**src/include/efvc_defines.vh**
```
// Subaddresses, field positions, reset values and counts of the encoder control bank
`ifndef EFVC_DEFINES_VH
`define EFVC_DEFINES_VH

// ----------------------------------------------------------------
// Subaddresses
// ----------------------------------------------------------------
`define EFVC_ADDR_KEY2_U 8'h51
`define EFVC_ADDR_KEY2_V 8'h52
`define EFVC_ADDR_KEY2_Y 8'h53
`define EFVC_ADDR_IN_CTRL 8'h54
`define EFVC_ADDR_L16_B5 8'h55
`define EFVC_ADDR_L16_B11 8'h56
`define EFVC_ADDR_L16_B12 8'h57
`define EFVC_ADDR_L16_B13 8'h58
`define EFVC_ADDR_L16_B14 8'h59
`define EFVC_ADDR_SC_PHASE 8'h5a
`define EFVC_ADDR_GAIN_U 8'h5b

// ----------------------------------------------------------------
// Input-path control fields
// ----------------------------------------------------------------
`define EFVC_BIT_L16_EN 7
`define EFVC_BIT_UNUSED 6
`define EFVC_BIT_ENC_SRC 5
`define EFVC_BIT_RGB_SRC 4
`define EFVC_BIT_RSV_A 3
`define EFVC_BIT_RSV_B 2
`define EFVC_BIT_B_EDGE 1
`define EFVC_BIT_A_EDGE 0

// ----------------------------------------------------------------
// Reset values
// ----------------------------------------------------------------
`define EFVC_RST_KEY2 8'h80
`define EFVC_RST_IN_CTRL 8'h0c
`define EFVC_RST_L16 8'h00
`define EFVC_RST_SC_PHASE 8'h00
`define EFVC_RST_GAIN_U 8'h00

// ----------------------------------------------------------------
// Mixer full scale, line-16 bit count and component select codes
// ----------------------------------------------------------------
`define EFVC_FADE_FULL 6'h3f
`define EFVC_L16_BITS 6'h28
`define EFVC_COMP_U 2'h0
`define EFVC_COMP_Y 2'h1
`define EFVC_COMP_V 2'h2

`endif

```
**src/logic/efvc_port_capture.v**
```verilog
// Input-port capture on a selectable clock edge, followed by two-stage sync
module efvc_port_capture (
  // Clock, reset, enable
  input wire clk,
  input wire rst_b,
  input wire ce,
  // Edge select: 0 rising, 1 falling
  input wire falling_sel,
  // Pin side
  input wire [7:0] pin_data,
  // Core side
  output reg [7:0] data_q
);

  reg [7:0] rise_q;
  reg [7:0] fall_q;
  reg [7:0] rise_sync_q;
  reg [7:0] fall_sync_q;

  // Capture on both edges; first stages feed only their second stages
  always @(posedge clk or negedge rst_b) begin
    if (!rst_b) begin
      rise_q <= 8'h00;
      rise_sync_q <= 8'h00;
      fall_sync_q <= 8'h00;
    end else if (ce) begin
      rise_q <= pin_data;
      rise_sync_q <= rise_q;
      fall_sync_q <= fall_q;
    end
  end

  // Falling-edge capture stage
  always @(negedge clk or negedge rst_b) begin
    if (!rst_b) begin
      fall_q <= 8'h00;
    end else if (ce) begin
      fall_q <= pin_data;
    end
  end

  // Edge choice is made after the sync stages so no gate reads a first stage
  always @(posedge clk or negedge rst_b) begin
    if (!rst_b) begin
      data_q <= 8'h00;
    end else if (ce) begin
      data_q <= falling_sel ? fall_sync_q : rise_sync_q;
    end
  end

endmodule

```
**src/logic/efvc_line16_serializer.v**
```verilog
// Line-16 programming data serializer, five bytes sent LSB first
`include "efvc_defines.vh"

module efvc_line16_serializer (
  // Clock, reset, enable
  input wire clk,
  input wire rst_b,
  input wire ce,
  // Control from the register bank
  input wire insert_en,
  input wire [39:0] payload,
  // Timing from the line-16 inserter
  input wire line_start,
  input wire bit_tick,
  // Serial output
  output wire ser_bit,
  output reg ser_active_q
);

  reg [39:0] shift_q;
  reg [5:0] left_q;

  assign ser_bit = shift_q[0];

  // Load on line start, shift one bit per tick; dropping the enable aborts
  always @(posedge clk or negedge rst_b) begin
    if (!rst_b) begin
      shift_q <= 40'h00_0000_0000;
      left_q <= 6'h00;
      ser_active_q <= 1'b0;
    end else if (ce) begin
      if (!insert_en) begin
        ser_active_q <= 1'b0;
        left_q <= 6'h00;
      end else if (line_start && !ser_active_q) begin
        shift_q <= payload;
        left_q <= `EFVC_L16_BITS;
        ser_active_q <= 1'b1;
      end else if (ser_active_q && bit_tick) begin
        shift_q <= {1'b0, shift_q[39:1]};
        left_q <= left_q - 6'h01;
        if (left_q == 6'h01) begin
          ser_active_q <= 1'b0;
        end
      end
    end
  end

endmodule

```
**src/logic/efvc_regs.v**
```verilog
// Fader key-colour table, input-path, line-16 data, phase and gain registers
//
// Functional notes
// - On key colour 2, insert stored U, V, Y table values; each resets to 80h.
// - Line-16 data is inserted only while the enable bit is 1; reset clears it.
// - Encoder path takes port B when select is 0, fader output when 1.
// - RGB path takes port B when select is 0, fader output when 1.
// - Port B sampled on rising edge when its edge bit is 0, else falling.
// - Port A sampled on rising edge when its edge bit is 0, else falling.
// - Line-16 bytes five, eleven to fourteen come from 55h to 59h in order.
// - Each line-16 data byte is sent least significant bit first.
// - 8-bit code sets subcarrier phase to sync, 360/256 degrees per step.
// - 9-bit blue gain is 8 low bits here plus MSB from 5Dh.
// - Key colour 2 mixes table and video by 6-bit factor; 00h table, 3Fh video.
// - Fade-all mode fades whole selected stream with table colour, keying off.
`include "efvc_defines.vh"

module efvc_regs (
  // Clock, reset, enable
  input wire clk,
  input wire rst_b,
  input wire ce,
  // Subaddress register port
  input wire reg_wr,
  input wire reg_rd,
  input wire [7:0] reg_addr,
  input wire [7:0] reg_wdata,
  output reg [7:0] reg_rdata,
  output reg reg_rd_valid,
  // Multiplexed input port pins
  input wire [7:0] input_port_a,
  input wire [7:0] input_port_b,
  // Fader context from neighbouring logic, same clock
  input wire [1:0] comp_sel,
  input wire key2_hit,
  input wire [7:0] fader_base,
  input wire [5:0] key2_mix_factor,
  input wire fade_all_video_mode,
  input wire fade_all_compressed_mode,
  // Line-16 timing from the inserter
  input wire line16_start,
  input wire line16_bit_tick,
  // Gain MSB held in the neighbouring register
  input wire blue_diff_gain_msb,
  // Video outputs
  output reg [7:0] encoder_data,
  output reg [7:0] rgb_data,
  // Line-16 serial data
  output wire line16_bit,
  output wire line16_active,
  // Encoder settings
  output wire line16_insert_enable,
  output wire [7:0] subcarrier_sync_phase,
  output wire [8:0] blue_diff_gain
);

  // ----------------------------------------------------------------
  // Register storage
  // ----------------------------------------------------------------
  reg [7:0] key2_replace_u_q;
  reg [7:0] key2_replace_v_q;
  reg [7:0] key2_replace_y_q;
  reg [7:0] input_path_control_q;
  reg [7:0] line16_data_byte5_q;
  reg [7:0] line16_data_byte11_q;
  reg [7:0] line16_data_byte12_q;
  reg [7:0] line16_data_byte13_q;
  reg [7:0] line16_data_byte14_q;
  reg [7:0] subcarrier_sync_phase_q;
  reg [7:0] blue_diff_gain_low_q;

  // Datapath state
  reg [7:0] fader_q;
  reg [7:0] port_b_dly_q;
  wire [7:0] port_a_data;
  wire [7:0] port_b_data;

  // Mixer scratch
  reg [7:0] lut_pick;
  reg [7:0] mix_src;
  reg mix_on;
  reg [7:0] fader_d;
  reg [7:0] rdata_d;

  // ----------------------------------------------------------------
  // Fade mixer: exact at both ends of the factor range
  // ----------------------------------------------------------------
  // Dividing by 63 rather than shifting keeps 3Fh at pure video
  function [7:0] efvc_mix;
    input [5:0] factor;
    input [7:0] video;
    input [7:0] table_val;
    reg [13:0] sum;
    begin
      sum = ({8'h00, factor} * {6'h00, video})
        + ({8'h00, `EFVC_FADE_FULL - factor} * {6'h00, table_val})
        + 14'd31;
      sum = sum / 14'd63;
      efvc_mix = sum[7:0];
    end
  endfunction

  // ----------------------------------------------------------------
  // Register writes
  // ----------------------------------------------------------------
  // Reserved and unused control bits are stored as written
  always @(posedge clk or negedge rst_b) begin
    if (!rst_b) begin
      key2_replace_u_q <= `EFVC_RST_KEY2;
      key2_replace_v_q <= `EFVC_RST_KEY2;
      key2_replace_y_q <= `EFVC_RST_KEY2;
      input_path_control_q <= `EFVC_RST_IN_CTRL;
      line16_data_byte5_q <= `EFVC_RST_L16;
      line16_data_byte11_q <= `EFVC_RST_L16;
      line16_data_byte12_q <= `EFVC_RST_L16;
      line16_data_byte13_q <= `EFVC_RST_L16;
      line16_data_byte14_q <= `EFVC_RST_L16;
      subcarrier_sync_phase_q <= `EFVC_RST_SC_PHASE;
      blue_diff_gain_low_q <= `EFVC_RST_GAIN_U;
    end else if (ce && reg_wr) begin
      if (reg_addr == `EFVC_ADDR_KEY2_U) begin
        key2_replace_u_q <= reg_wdata;
      end else if (reg_addr == `EFVC_ADDR_KEY2_V) begin
        key2_replace_v_q <= reg_wdata;
      end else if (reg_addr == `EFVC_ADDR_KEY2_Y) begin
        key2_replace_y_q <= reg_wdata;
      end else if (reg_addr == `EFVC_ADDR_IN_CTRL) begin
        input_path_control_q <= reg_wdata;
      end else if (reg_addr == `EFVC_ADDR_L16_B5) begin
        line16_data_byte5_q <= reg_wdata;
      end else if (reg_addr == `EFVC_ADDR_L16_B11) begin
        line16_data_byte11_q <= reg_wdata;
      end else if (reg_addr == `EFVC_ADDR_L16_B12) begin
        line16_data_byte12_q <= reg_wdata;
      end else if (reg_addr == `EFVC_ADDR_L16_B13) begin
        line16_data_byte13_q <= reg_wdata;
      end else if (reg_addr == `EFVC_ADDR_L16_B14) begin
        line16_data_byte14_q <= reg_wdata;
      end else if (reg_addr == `EFVC_ADDR_SC_PHASE) begin
        subcarrier_sync_phase_q <= reg_wdata;
      end else if (reg_addr == `EFVC_ADDR_GAIN_U) begin
        blue_diff_gain_low_q <= reg_wdata;
      end
    end
  end

  // ----------------------------------------------------------------
  // Register reads
  // ----------------------------------------------------------------
  // Unmapped subaddresses read as zero
  always @* begin
    rdata_d = 8'h00;
    if (reg_addr == `EFVC_ADDR_KEY2_U) begin
      rdata_d = key2_replace_u_q;
    end else if (reg_addr == `EFVC_ADDR_KEY2_V) begin
      rdata_d = key2_replace_v_q;
    end else if (reg_addr == `EFVC_ADDR_KEY2_Y) begin
      rdata_d = key2_replace_y_q;
    end else if (reg_addr == `EFVC_ADDR_IN_CTRL) begin
      rdata_d = input_path_control_q;
    end else if (reg_addr == `EFVC_ADDR_L16_B5) begin
      rdata_d = line16_data_byte5_q;
    end else if (reg_addr == `EFVC_ADDR_L16_B11) begin
      rdata_d = line16_data_byte11_q;
    end else if (reg_addr == `EFVC_ADDR_L16_B12) begin
      rdata_d = line16_data_byte12_q;
    end else if (reg_addr == `EFVC_ADDR_L16_B13) begin
      rdata_d = line16_data_byte13_q;
    end else if (reg_addr == `EFVC_ADDR_L16_B14) begin
      rdata_d = line16_data_byte14_q;
    end else if (reg_addr == `EFVC_ADDR_SC_PHASE) begin
      rdata_d = subcarrier_sync_phase_q;
    end else if (reg_addr == `EFVC_ADDR_GAIN_U) begin
      rdata_d = blue_diff_gain_low_q;
    end
  end

  // Read data is registered one cycle after the strobe
  always @(posedge clk or negedge rst_b) begin
    if (!rst_b) begin
      reg_rdata <= 8'h00;
      reg_rd_valid <= 1'b0;
    end else if (ce) begin
      reg_rd_valid <= reg_rd;
      if (reg_rd) begin
        reg_rdata <= rdata_d;
      end
    end
  end

  // ----------------------------------------------------------------
  // Input ports
  // ----------------------------------------------------------------
  efvc_port_capture u_port_a (
    .clk(clk),
    .rst_b(rst_b),
    .ce(ce),
    .falling_sel(input_path_control_q[`EFVC_BIT_A_EDGE]),
    .pin_data(input_port_a),
    .data_q(port_a_data)
  );

  efvc_port_capture u_port_b (
    .clk(clk),
    .rst_b(rst_b),
    .ce(ce),
    .falling_sel(input_path_control_q[`EFVC_BIT_B_EDGE]),
    .pin_data(input_port_b),
    .data_q(port_b_data)
  );

  // ----------------------------------------------------------------
  // Key colour 2 fader
  // ----------------------------------------------------------------
  // Table entry follows the component now on the multiplexed stream
  always @* begin
    lut_pick = key2_replace_y_q;
    if (comp_sel == `EFVC_COMP_U) begin
      lut_pick = key2_replace_u_q;
    end else if (comp_sel == `EFVC_COMP_V) begin
      lut_pick = key2_replace_v_q;
    end
  end

  // Fade-all overrides keying; otherwise only a key 2 hit mixes
  always @* begin
    mix_src = port_a_data;
    mix_on = 1'b0;
    if (fade_all_video_mode) begin
      mix_src = port_a_data;
      mix_on = 1'b1;
    end else if (fade_all_compressed_mode) begin
      mix_src = port_b_data;
      mix_on = 1'b1;
    end else if (key2_hit) begin
      mix_src = port_a_data;
      mix_on = 1'b1;
    end
    fader_d = mix_on ? efvc_mix(key2_mix_factor, mix_src, lut_pick) : fader_base;
  end

  // Port B is delayed one cycle so both path sources share one latency
  always @(posedge clk or negedge rst_b) begin
    if (!rst_b) begin
      fader_q <= 8'h00;
      port_b_dly_q <= 8'h00;
    end else if (ce) begin
      fader_q <= fader_d;
      port_b_dly_q <= port_b_data;
    end
  end

  // ----------------------------------------------------------------
  // Output path selection
  // ----------------------------------------------------------------
  always @(posedge clk or negedge rst_b) begin
    if (!rst_b) begin
      encoder_data <= 8'h00;
      rgb_data <= 8'h00;
    end else if (ce) begin
      if (input_path_control_q[`EFVC_BIT_ENC_SRC]) begin
        encoder_data <= fader_q;
      end else begin
        encoder_data <= port_b_dly_q;
      end
      if (input_path_control_q[`EFVC_BIT_RGB_SRC]) begin
        rgb_data <= fader_q;
      end else begin
        rgb_data <= port_b_dly_q;
      end
    end
  end

  // ----------------------------------------------------------------
  // Line-16 programming data
  // ----------------------------------------------------------------
  assign line16_insert_enable = input_path_control_q[`EFVC_BIT_L16_EN];

  efvc_line16_serializer u_line16 (
    .clk(clk),
    .rst_b(rst_b),
    .ce(ce),
    .insert_en(line16_insert_enable),
    .payload({line16_data_byte14_q, line16_data_byte13_q, line16_data_byte12_q,
      line16_data_byte11_q, line16_data_byte5_q}),
    .line_start(line16_start),
    .bit_tick(line16_bit_tick),
    .ser_bit(line16_bit),
    .ser_active_q(line16_active)
  );

  // ----------------------------------------------------------------
  // Phase and gain settings
  // ----------------------------------------------------------------
  // Code drives the phase accumulator offset directly, one LSB per 360/256 deg
  assign subcarrier_sync_phase = subcarrier_sync_phase_q;
  assign blue_diff_gain = {blue_diff_gain_msb, blue_diff_gain_low_q};

endmodule

```
**config.mk**
```make
export PLATFORM = sky130hd
export DESIGN_NAME = efvc_regs
export DESIGN_NICKNAME = d
export VERILOG_FILES = /design/src/logic/efvc_port_capture.v /design/src/logic/efvc_line16_serializer.v /design/src/logic/efvc_regs.v
export VERILOG_INCLUDE_DIRS = /design/src /design/src/include
export SDC_FILE = /design/constraint.sdc
export NUM_CORES = 1
export LEC_CHECK = 0
export BUFFER_PORTS_ARGS = -buffer_cell sky130_fd_sc_hd__buf_2
export CAP_MARGIN = 0
export CORE_MARGIN = 5
export CORE_UTILIZATION = 45
export CTS_CLUSTER_DIAMETER = 200
export DETAILED_ROUTE_END_ITERATION = 10
export GPL_TIMING_DRIVEN = 1
export PLACE_DENSITY = 0.69
export SLEW_MARGIN = 30
export SYNTH_ARGS = -nofsm -noshare
export SYNTH_HDL_FRONTEND = slang
export SYNTH_HIERARCHICAL = 1
export SYNTH_SLANG_ARGS = --single-unit
export TNS_END_PERCENT = 30
```
**constraint.sdc**
```tcl
create_clock -name clk -period 9.5 [get_ports clk]
set_input_delay 0.475 -clock clk [delete_from_list [all_inputs] [get_ports clk]]
set_output_delay 0.475 -clock clk [all_outputs]
set_load 0.03 [all_outputs]
```
**Yosys cells after proc, flatten, opt, wreduce, memory -nomap -nowiden**

Index checks and enable logic that the tools add are counted.

- Bits in registers: 256
- Latch bits: 0
- Memory bits (writable): 0
- Memory bits (read-only): 0
- Bits of input ports: 59
- Memories kept: 0

- Add/sub/neg operators: 4
- Multipliers: 2
- Divide/modulo/power cells: 1
- $lt $le $gt $ge: 0
- Equality and inequality tests: 15
- Shifts and indexed selects: 0
- Mux-type cells: 32
- Bitwise gates (word level): 10
- Reductions and logical operators: 21

Operators by type and width:

| kind | count |
|---|---|
| 2-to-1 mux 8 bit | 20 |
| equality test 8 x 7 -> 1 bit (second input constant) | 11 |
| 2-to-1 mux 40 bit | 2 |
| multiplier 6 x 8 -> 14 bit | 2 |
| 2-to-1 mux 6 bit | 3 |
| adder 14 bit | 1 |
| adder 14 x 5 -> 14 bit (second input constant) | 1 |
| divider 14 x 6 -> 14 bit (second input constant) | 1 |
| AND reduction 12 bit | 1 |
| AND reduction 11 bit | 1 |
| NOT 1 bit | 10 |
| AND reduction 10 bit | 1 |
| AND reduction 3 bit | 3 |
| AND reduction 9 bit | 1 |
| AND reduction 8 bit | 1 |
| 2-to-1 mux 1 bit | 7 |
| AND reduction 7 bit | 1 |
| equality test 6 x 1 -> 1 bit (second input constant) | 1 |
| != test 3 x 1 -> 1 bit (second input constant) | 2 |
| AND reduction 2 bit | 3 |
| AND reduction 6 bit | 1 |
| subtractor 6 x 1 -> 6 bit (second input constant) | 1 |
| subtractor 6 bit (first input constant) | 1 |
| AND reduction 5 bit | 1 |
| 6 further kinds | 8 |

**Longest topological paths before layout**

Gate-level depths: netlist of run 1.

- Word-level depth: 12
- Mapped depth: 43
- Depth with buffers taken out: 39

**Modules after synthesis**

The synthesis of run 1 kept the hierarchy.

By module, submodules not included:

| module | instances | cells an instance | area an instance (µm²) | sequential area each (µm²) |
|---|---|---|---|---|
| efvc_regs | 1 | 1132 | 11041.8 | 3234.4 |
| efvc_port_capture | 2 | 127 | 1602.8 | 1001.0 |
| efvc_line16_serializer | 1 | 174 | 2401.1 | 1176.1 |

==> results.sh, run 1 <==
export IMPL_status="completed"
export IMPL_layout_common_cells="dfrtp_1 (235), mux2_2 (210), buf_4 (187)"
export IMPL_yosys_area_top_type="dfrtp_1"
export IMPL_synth_edf_count=0
export IMPL_rsz0062_at_grt="true"
export IMPL_wirelength_um=41700
export IMPL_grt_pass1_vias=13100
export IMPL_final_common_cell="dfrtp_1"
export IMPL_critPathArrivalTime_ps=9740
export IMPL_cts_root_buf="clkbuf_16"
export IMPL_crit_path_frequent_cell="fa_1"
export IMPL_ys_seq_area_share_pct=38.5
export IMPL_fp_dieH_um=202
export IMPL_cp_end_kind="register"
export IMPL_cp_startpoint="key2_replace_v_q[5]"
export IMPL_cts_tree="done"
export IMPL_port_buffers=101
export IMPL_worstMarginPinSlew_ps=835
export IMPL_antenna_found_initial=0
export IMPL_vias=12500
export IMPL_path_class="register to register"
export IMPL_top_register="u_line16/shift_q"
export IMPL_clockBufferDepth=3
export IMPL_ys_warn_count=6
export IMPL_crit_slowest_cell="fa_1"
export IMPL_fmax_mhz=107
export IMPL_pin_count=104
export IMPL_r2r_cells=34
export IMPL_syn_inst=1560
export IMPL_rows=70
export IMPL_clock_latency_ps=540
export IMPL_synth_fp_nets=1736
export IMPL_largest_register_ff_count=40
export IMPL_timing_final_crit_period_ps=9330
export IMPL_die_area_um2=40900
export IMPL_finalSetupViolCount=0
export IMPL_wl_per_cell_um=18.2
export IMPL_floorplan_initialDensity_pct=45.5
export IMPL_area_growth_syn_to_layout_pct=22.0
export IMPL_synth_area_leaders="dfrtp_1 (35%), mux2_2 (14%), fa_1 (8.8%)"
export IMPL_rr_endpoint="fader_q[0]"
export IMPL_viasPerCell=5.43
export IMPL_critPathCapture="fader_q[0]"
export IMPL_dieWidth_um=202
export IMPL_drc=0
export IMPL_syn_area_per_cell_um2=10.7
export IMPL_hpwl_um=30800
export IMPL_fin_nets=1989
export IMPL_startpoint_type="register"
export IMPL_synth_top_area_share_pct=35.3
export IMPL_clkSlewWorstSetupHoldPaths_ps=70
export IMPL_grt_max_degree=127
export IMPL_fin_util_pct=55.5
export IMPL_maxSlewViolCount=0
export IMPL_crit_path_max_incr_delay_ps=600
export IMPL_layout_drive_gt1_share_pct=39.1
export IMPL_hold_class="input pin to register"
export IMPL_synthFlopType="dfrtp_1"
export IMPL_gp_congestion=0.895
export IMPL_syn_area_um2=16600
export IMPL_synth_cell_types=98
export IMPL_firstDrtPassIters=7
export IMPL_grtUsageTotal_pct=20.0
export IMPL_drt_iter0_drc=884
export IMPL_htree_levels=1
export IMPL_cts_buffers=25
export IMPL_maxCapViolations=0
export IMPL_path_max_fanout=6
export IMPL_period_share_pct=98.3
export IMPL_ys_ff_latch=256
export IMPL_grt_overflow=0
export IMPL_regToRegSetupSlack_ps=170
export IMPL_grt_pass1_wl_um=68400
export IMPL_finalClockSkew_ps=20.6
export IMPL_num_antenna_cells=0
export IMPL_core_area_um2=36600
export IMPL_fin_tns_setup_ps=0
export IMPL_cts_sinks=256
export IMPL_ant_nets=0
export IMPL_async_flop_share_pct=100
export IMPL_slew_headroom_pct=44.1
export IMPL_crit_required_ps=9910
export IMPL_r2r_start="key2_replace_v_q[5]"
export IMPL_hold_violations=0
-- worst max-delay path: cells and delay by family, from the launching register on --
kind / cells / cell delay, ps
adders and majority gates: 6 / 2840
and+or+nand+nor: 7 / 1190
muxes: 2 / 570
AOI/OAI and AO/OA: 14 / 3560
DFF: 1 / 410
buffers and inverters: 5 / 590
-- cell type report --
type                    instances  area [µm²]
flip-flops and latches        256        6410
fillers                      3125       16300
inverters                     158         593
clock inverters                 9         146
well taps                     468         586
repair buffers                297        2080
multi-input cells            1075        9780
clock buffers                  37         721
-- worst min path at each step --
stage | slack [ps] | end | cells past startpoint | startpoint
after floorplan | 180 | blue_diff_gain_low_q[0] | 0 | rst_b
after global placement | 470 | u_port_b/fall_q[3] | 2 | u_port_b/fall_q[3]
after detailed placement | 460 | u_port_b/fall_q[5] | 2 | u_port_b/fall_q[5]
after CTS | 40 | u_line16/shift_q[38] | 1 | rst_b
after global routing | 190 | u_port_a/rise_q[7] | 3 | input_port_a[7]
final | 180 | u_port_a/rise_q[7] | 3 | input_port_a[7]
-- kinds of logic after synthesis --
logic type | share of synthesized area (%)
AO/OA/AOI/OAI | 11.8
AND/OR/NAND/NOR | 10.9
XOR/XNOR | 1.35
buffers and inverters | 5.90
adder cells (fa/ha/maj) | 12.1
multiplexers | 19.4
flip-flops | 38.5
-- what timing repair did --
action	in CTS	in global routing
pin swaps	3	80
endpoints found under the setup margin	2	2
hold buffers	0	1
resized for setup	13	91
hold endpoints to repair	0	30
buffers inserted	1	32
-- metal layers --
layer	share of wire, %	GRT usage [%]	vias to the layer above
met5	0	0	-
met4	1.3	3.73	0
met3	3.6	1.78	47
met2	50	34.7	253
met1	45	27.7	6262
li1	-	-	5931
-- Yosys cell counts (all sizes together), types with 5 or more instances --
| cell type | instances |
|---|---|
| xnor2 | 16 |
| or3 | 10 |
| a21oi | 76 |
| o31ai | 11 |
| a222oi | 6 |
| and2 | 18 |
| a311oi | 6 |
| nand2 | 108 |
| nand4 | 7 |
| o21ai | 79 |
| dfrtp | 235 |
| inv | 157 |
| a21o | 6 |
| nand3 | 12 |
| and3 | 9 |
| nor4b | 5 |
| nand2b | 13 |
| nor2 | 114 |
| clkbuf | 31 |
| nor3 | 17 |
| mux2 | 226 |
| buf | 40 |
| mux2i | 55 |
| xor2 | 7 |
| or2 | 25 |
| nor2b | 12 |
| o22ai | 5 |
| ha | 44 |
| dfrtn | 16 |
| and4 | 5 |
| o221ai | 7 |
| o21a | 10 |
| dfstp | 5 |
| nor4 | 5 |
| a211oi | 7 |
| fa | 73 |
| a31oi | 14 |
| o211ai | 8 |
-- stage by stage --
step,worst slack [ps],cells,area (µm²),hold slack (ps)
floorplan,3.79,1560,16700,179
global placement,-355,2219,18700,466
detailed placement,-593,2220,18700,463
CTS,4.08,2267,19600,37.0
global route,-171,2300,20300,194
finish,166,2300,20300,178
Power of run 1 is not shown: default switching activity piles up to over one toggle a cycle in this logic, so the estimate is an artifact.
==> run 2: changes to the inputs <==
- MAX_ROUTING_LAYER: default -> met4
- PLACE_DENSITY: 0.69 -> 0.67
- clock period: 9.5 -> 10.5 ns (I/O delays scaled with it)
==> results.sh, run 2 (synthesis gave the netlist of run 1 again) <==
export IMPL_grtUsageTotal_pct=19.9
export IMPL_die_area_um2=40900
export IMPL_gr_usage_met2_pct=32.4
export IMPL_cts_buffers=26
export IMPL_path_class="register to register"
export IMPL_cp_end_kind="register"
export IMPL_clkSlewWorstSetupHoldPaths_ps=60
export IMPL_htree_levels=1
export IMPL_met3_usage_pct=1.91
export IMPL_worst_hold_slack_ps=238
export IMPL_ant_nets=0
export IMPL_busiest_layer="met2"
export IMPL_holdPathStages=3
export IMPL_core_area_um2=36600
export IMPL_top_register="u_line16/shift_q"
export IMPL_gp_congestion=0.920
export IMPL_r2r_start="key2_replace_u_q[7]"
export IMPL_worstMarginPinSlew_ps=888
export IMPL_grt_util_met1_pct=27.0
export IMPL_wirelength_um=39500
export IMPL_floorplan_initialDensity_pct=45.5
export IMPL_crit_path_max_incr_delay_ps=560
export IMPL_cp_startpoint="key2_replace_u_q[7]"
export IMPL_antenna_found_initial=0
export IMPL_viasPerCell=5.60
export IMPL_clock_latency_ps=550
export IMPL_dieWidth_um=202
export IMPL_clockBufferDepth=3
export IMPL_grt_overflow=0
export IMPL_wl_per_cell_um=18.5
export IMPL_crit_path_frequent_cell="fa_1"
export IMPL_status="completed"
export IMPL_crit_slowest_cell="dfstp_2"
export IMPL_fmax_mhz=101
export IMPL_rr_endpoint="fader_q[0]"
export IMPL_period_share_pct=94.5
export IMPL_hold_class="input pin to register"
export IMPL_fin_tns_setup_ps=0
export IMPL_firstDrtPassIters=7
export IMPL_grt_pass1_wl_um=65900
export IMPL_dp_cells=2079
export IMPL_critPathArrivalTime_ps=10330
export IMPL_drc=0
export IMPL_fp_dieH_um=202
export IMPL_finalClockSkew_ps=28.9
export IMPL_vias=11900
export IMPL_pin_count=104
export IMPL_path_max_fanout=11
export IMPL_hpwl_um=29500
export IMPL_drt_iter0_drc=664
export IMPL_fin_cells=2131
export IMPL_largest_register_ff_count=40
export IMPL_cts_root_buf="clkbuf_16"
export IMPL_grt_max_degree=120
export IMPL_cts_sinks=256
export IMPL_layout_common_cells="dfrtp_1 (235), mux2_2 (213), inv_1 (156)"
export IMPL_final_common_cell="dfrtp_1"
export IMPL_area_growth_syn_to_layout_pct=11.8
export IMPL_rsz0062_at_grt="false"
export IMPL_maxCapViolations=0
export IMPL_hold_violations=0
export IMPL_port_buffers=101
export IMPL_fin_nets=1819
export IMPL_hold_path_startpoint="input_port_a[2]"
export IMPL_rows=70
export IMPL_finalSetupViolCount=0
export IMPL_regToRegSetupSlack_ps=580
export IMPL_layout_drive_gt1_share_pct=28.9
export IMPL_min_to="u_port_a/rise_q[2]"
export IMPL_timing_final_crit_period_ps=9920
export IMPL_startpoint_type="register"
export IMPL_grt_pass1_vias=12400
export IMPL_maxSlewViolCount=0
export IMPL_slew_headroom_pct=40.6
export IMPL_cts_tree="done"
export IMPL_r2r_cells=40
export IMPL_num_antenna_cells=0
export IMPL_crit_required_ps=10910
## run 2: worst max path at each step
stage / end / slack (ps) / cells past startpoint
floorplan: fader_q[0] / 740 / 39
global placement: fader_q[0] / 30 / 38
detailed placement: fader_q[0] / 30 / 39
CTS: fader_q[0] / 400 / 38
global route: fader_q[0] / 40 / 40
finish: fader_q[0] / 580 / 40
## run 2: timing repair
| item | 4_1_cts | 5_1_grt |
|---|---|---|
| hold endpoints to repair | 0 | 18 |
| buffers inserted | 0 | 2 |
| gates resized for setup | 0 | 11 |
| endpoints found under the setup margin | 0 | 2 |
| hold buffers | 0 | 1 |
## run 2: stage by stage
| step | setup slack (ps) | cell area [µm²] | util [%] |
|---|---|---|---|
| after global placement | 26.6 | 17500 | 47.9 |
| after detailed placement | 29.9 | 17600 | 48.0 |
| after floorplan | 744 | 16600 | - |
| after global routing | 36.8 | 18600 | 50.8 |
| after CTS | 404 | 18500 | 50.5 |
| final | 578 | 18600 | 50.8 |
## run 2: worst max-delay path: cells and delay by family, from the launching register on
kind	cells	cell delay (ps)
fa+ha+maj	7	3070
buf+inv	8	900
mux	4	510
compound gates	13	3130
simple gates	8	1570
flops	1	560
## run 2: area by class of cell
class | instances | area (µm²)
Fill cell | 3264 | 18000
Multi-Input combinational cell | 1075 | 9330
Sequential cell | 256 | 6410
Timing Repair Buffer | 126 | 772
Clock buffer | 34 | 741
Inverter | 158 | 593
Tap cell | 468 | 586
Clock inverter | 14 | 169
## run 2: routing by layer
| layer | vias to the layer above | routed length, µm |
|---|---|---|
| met5 | - | 0 |
| met4 | 0 | 1030 |
| met3 | 71 | 1280 |
| met2 | 240 | 19200 |
| met1 | 6020 | 18000 |
| li1 | 5603 | - |
Power of run 2 is left out for the same reason.
==> run 3: changes to the inputs <==
- CORE_UTILIZATION: 45 -> 60
- PLACE_DENSITY: 0.67 -> 0.84
- RECOVER_POWER: default -> 25
==> results.sh, run 3 (synthesis gave the netlist of run 1 again) <==
export IMPL_layout_drive_gt1_share_pct=28.7
export IMPL_clock_latency_ps=530
export IMPL_slew_headroom_pct=-51.7
export IMPL_final_common_cell="dfrtp_1"
export IMPL_htree_levels=1
export IMPL_crit_slowest_cell="fa_1"
export IMPL_ant_nets=0
export IMPL_finalSetupViolCount=0
export IMPL_antenna_found_initial=0
export IMPL_floorplan_initialDensity_pct=60.4
export IMPL_cts_sinks=256
export IMPL_startpoint_type="register"
export IMPL_fin_nets=1811
export IMPL_die_area_um2=31200
export IMPL_top_register="u_line16/shift_q"
export IMPL_violations="capacitance limit, slew limit"
export IMPL_layout_common_cells="dfrtp_1 (235), mux2_2 (213), inv_1 (156)"
export IMPL_cts_tree="done"
export IMPL_fmax_mhz=100
export IMPL_status="finished, violations left"
export IMPL_grt_pass1_wl_um=66200
export IMPL_maxSlewViolCount=45
export IMPL_path_max_fanout=8
export IMPL_period_share_pct=95.0
export IMPL_rows=61
export IMPL_grtUsageTotal_pct=26.7
export IMPL_dieWidth_um=177
export IMPL_pin_count=104
export IMPL_cp_end_kind="register"
export IMPL_clockBufferDepth=3
export IMPL_cts_hold_buf=0
export IMPL_viasPerCell=6.08
export IMPL_largest_register_ff_count=40
export IMPL_maxCapViolations=1
export IMPL_grt_pass1_vias=12700
export IMPL_wirelength_um=40500
export IMPL_wl_per_cell_um=19.9
export IMPL_clkSlewWorstSetupHoldPaths_ps=60
export IMPL_port_buffers=101
export IMPL_drt_iter0_drc=1193
export IMPL_worstMarginPinSlew_ps=2280
export IMPL_hpwl_um=29100
export IMPL_crit_path_frequent_cell="inv_1"
export IMPL_cts_root_buf="clkbuf_16"
export IMPL_finalClockSkew_ps=24.3
export IMPL_cts_buffers=25
export IMPL_crit_required_ps=10900
export IMPL_vias=12400
export IMPL_area_growth_syn_to_layout_pct=10.3
export IMPL_timing_final_crit_period_ps=9970
export IMPL_dpl_worst_slack_ps=5.65
export IMPL_path_class="register to register"
export IMPL_hold_class="input pin to async pin"
export IMPL_core_area_um2=27600
export IMPL_crit_path_max_incr_delay_ps=550
export IMPL_grt_max_degree=128
export IMPL_hold_violations=0
export IMPL_firstDrtPassIters=7
export IMPL_critPathArrivalTime_ps=10370
export IMPL_layout_setup_ws_ps=527
export IMPL_gp_congestion=0.955
export IMPL_grt_overflow=0
export IMPL_drc=0
export IMPL_fp_dieH_um=177
## run 3: cell types whose count changed in the layout (fill, tap and decap cells not counted), moves of 2 or more
cell and change:
a21oi_1 -5, clkbuf_1 +4, buf_4 -6, bufinv_16 -3, clkbuf_8 +3, clkinv_2 -4
o311ai_2 +2, a21oi_2 +4
## run 3: cell type report
class	count	area [µm²]
clock inverter	7	62.6
multi-input combinational	1075	9360
clock buffer	39	768
antenna	1	2.50
sequential	256	6410
timing repair buffer	119	693
tap	378	473
inverter	158	593
fill	2011	9180
## run 3: routing by layer
metal / global-route usage, % / wire, µm / vias up
met3: 2.21 / 1900 / 115
met1: 35.8 / 17100 / 6198
met4: 8.12 / 1270 / 0
met2: 44.1 / 20200 / 443
li1: - / - / 5596
met5: - / 0 / -
## run 3: path summary, 6_finish.rpt
path | endpoint | cells past startpoint | from | slack, ps
max reg2reg | fader_q[0] | 40 | key2_replace_u_q[4] | 530
min reg2reg | u_port_a/fall_q[3] | 2 | u_port_a/fall_q[3] | 480
max in group asynchronous | u_port_a/fall_q[4] | 2 | rst_b | 2680
min in group clk | u_port_a/rise_q[3] | 3 | input_port_a[3] | 240
max | fader_q[0] | 40 | key2_replace_u_q[4] | 530
min | u_line16/shift_q[22] | 1 | rst_b | 9
## run 3: critical path, delay by kind of cell (launching register included)
family	cells	cell delay, ps
and+or+nand+nor	8	1700
DFF	1	400
adders and majority gates	7	3240
buffers and inverters	8	720
muxes	4	690
AOI/OAI and AO/OA	13	3060
## run 3: what timing repair did
action,4_1_cts,5_1_grt
setup endpoints to repair,0,2
endpoints found under the hold margin,0,0
gates resized for setup,0,17
setup buffers,0,4
## run 3: through the flow
stage	cells	util [%]	area [µm²]	setup TNS [ps]	hold slack, ps
detailed placement	1982	63.2	17400	0	465
finish	2033	66.7	18400	0	9.26
floorplan	1560	-	16600	0	229
CTS	2028	66.2	18300	0	68.5
global placement	1980	63.0	17400	0	459
global route	2032	66.7	18400	-35.8	90.2
Power of run 3 is left out for the same reason.
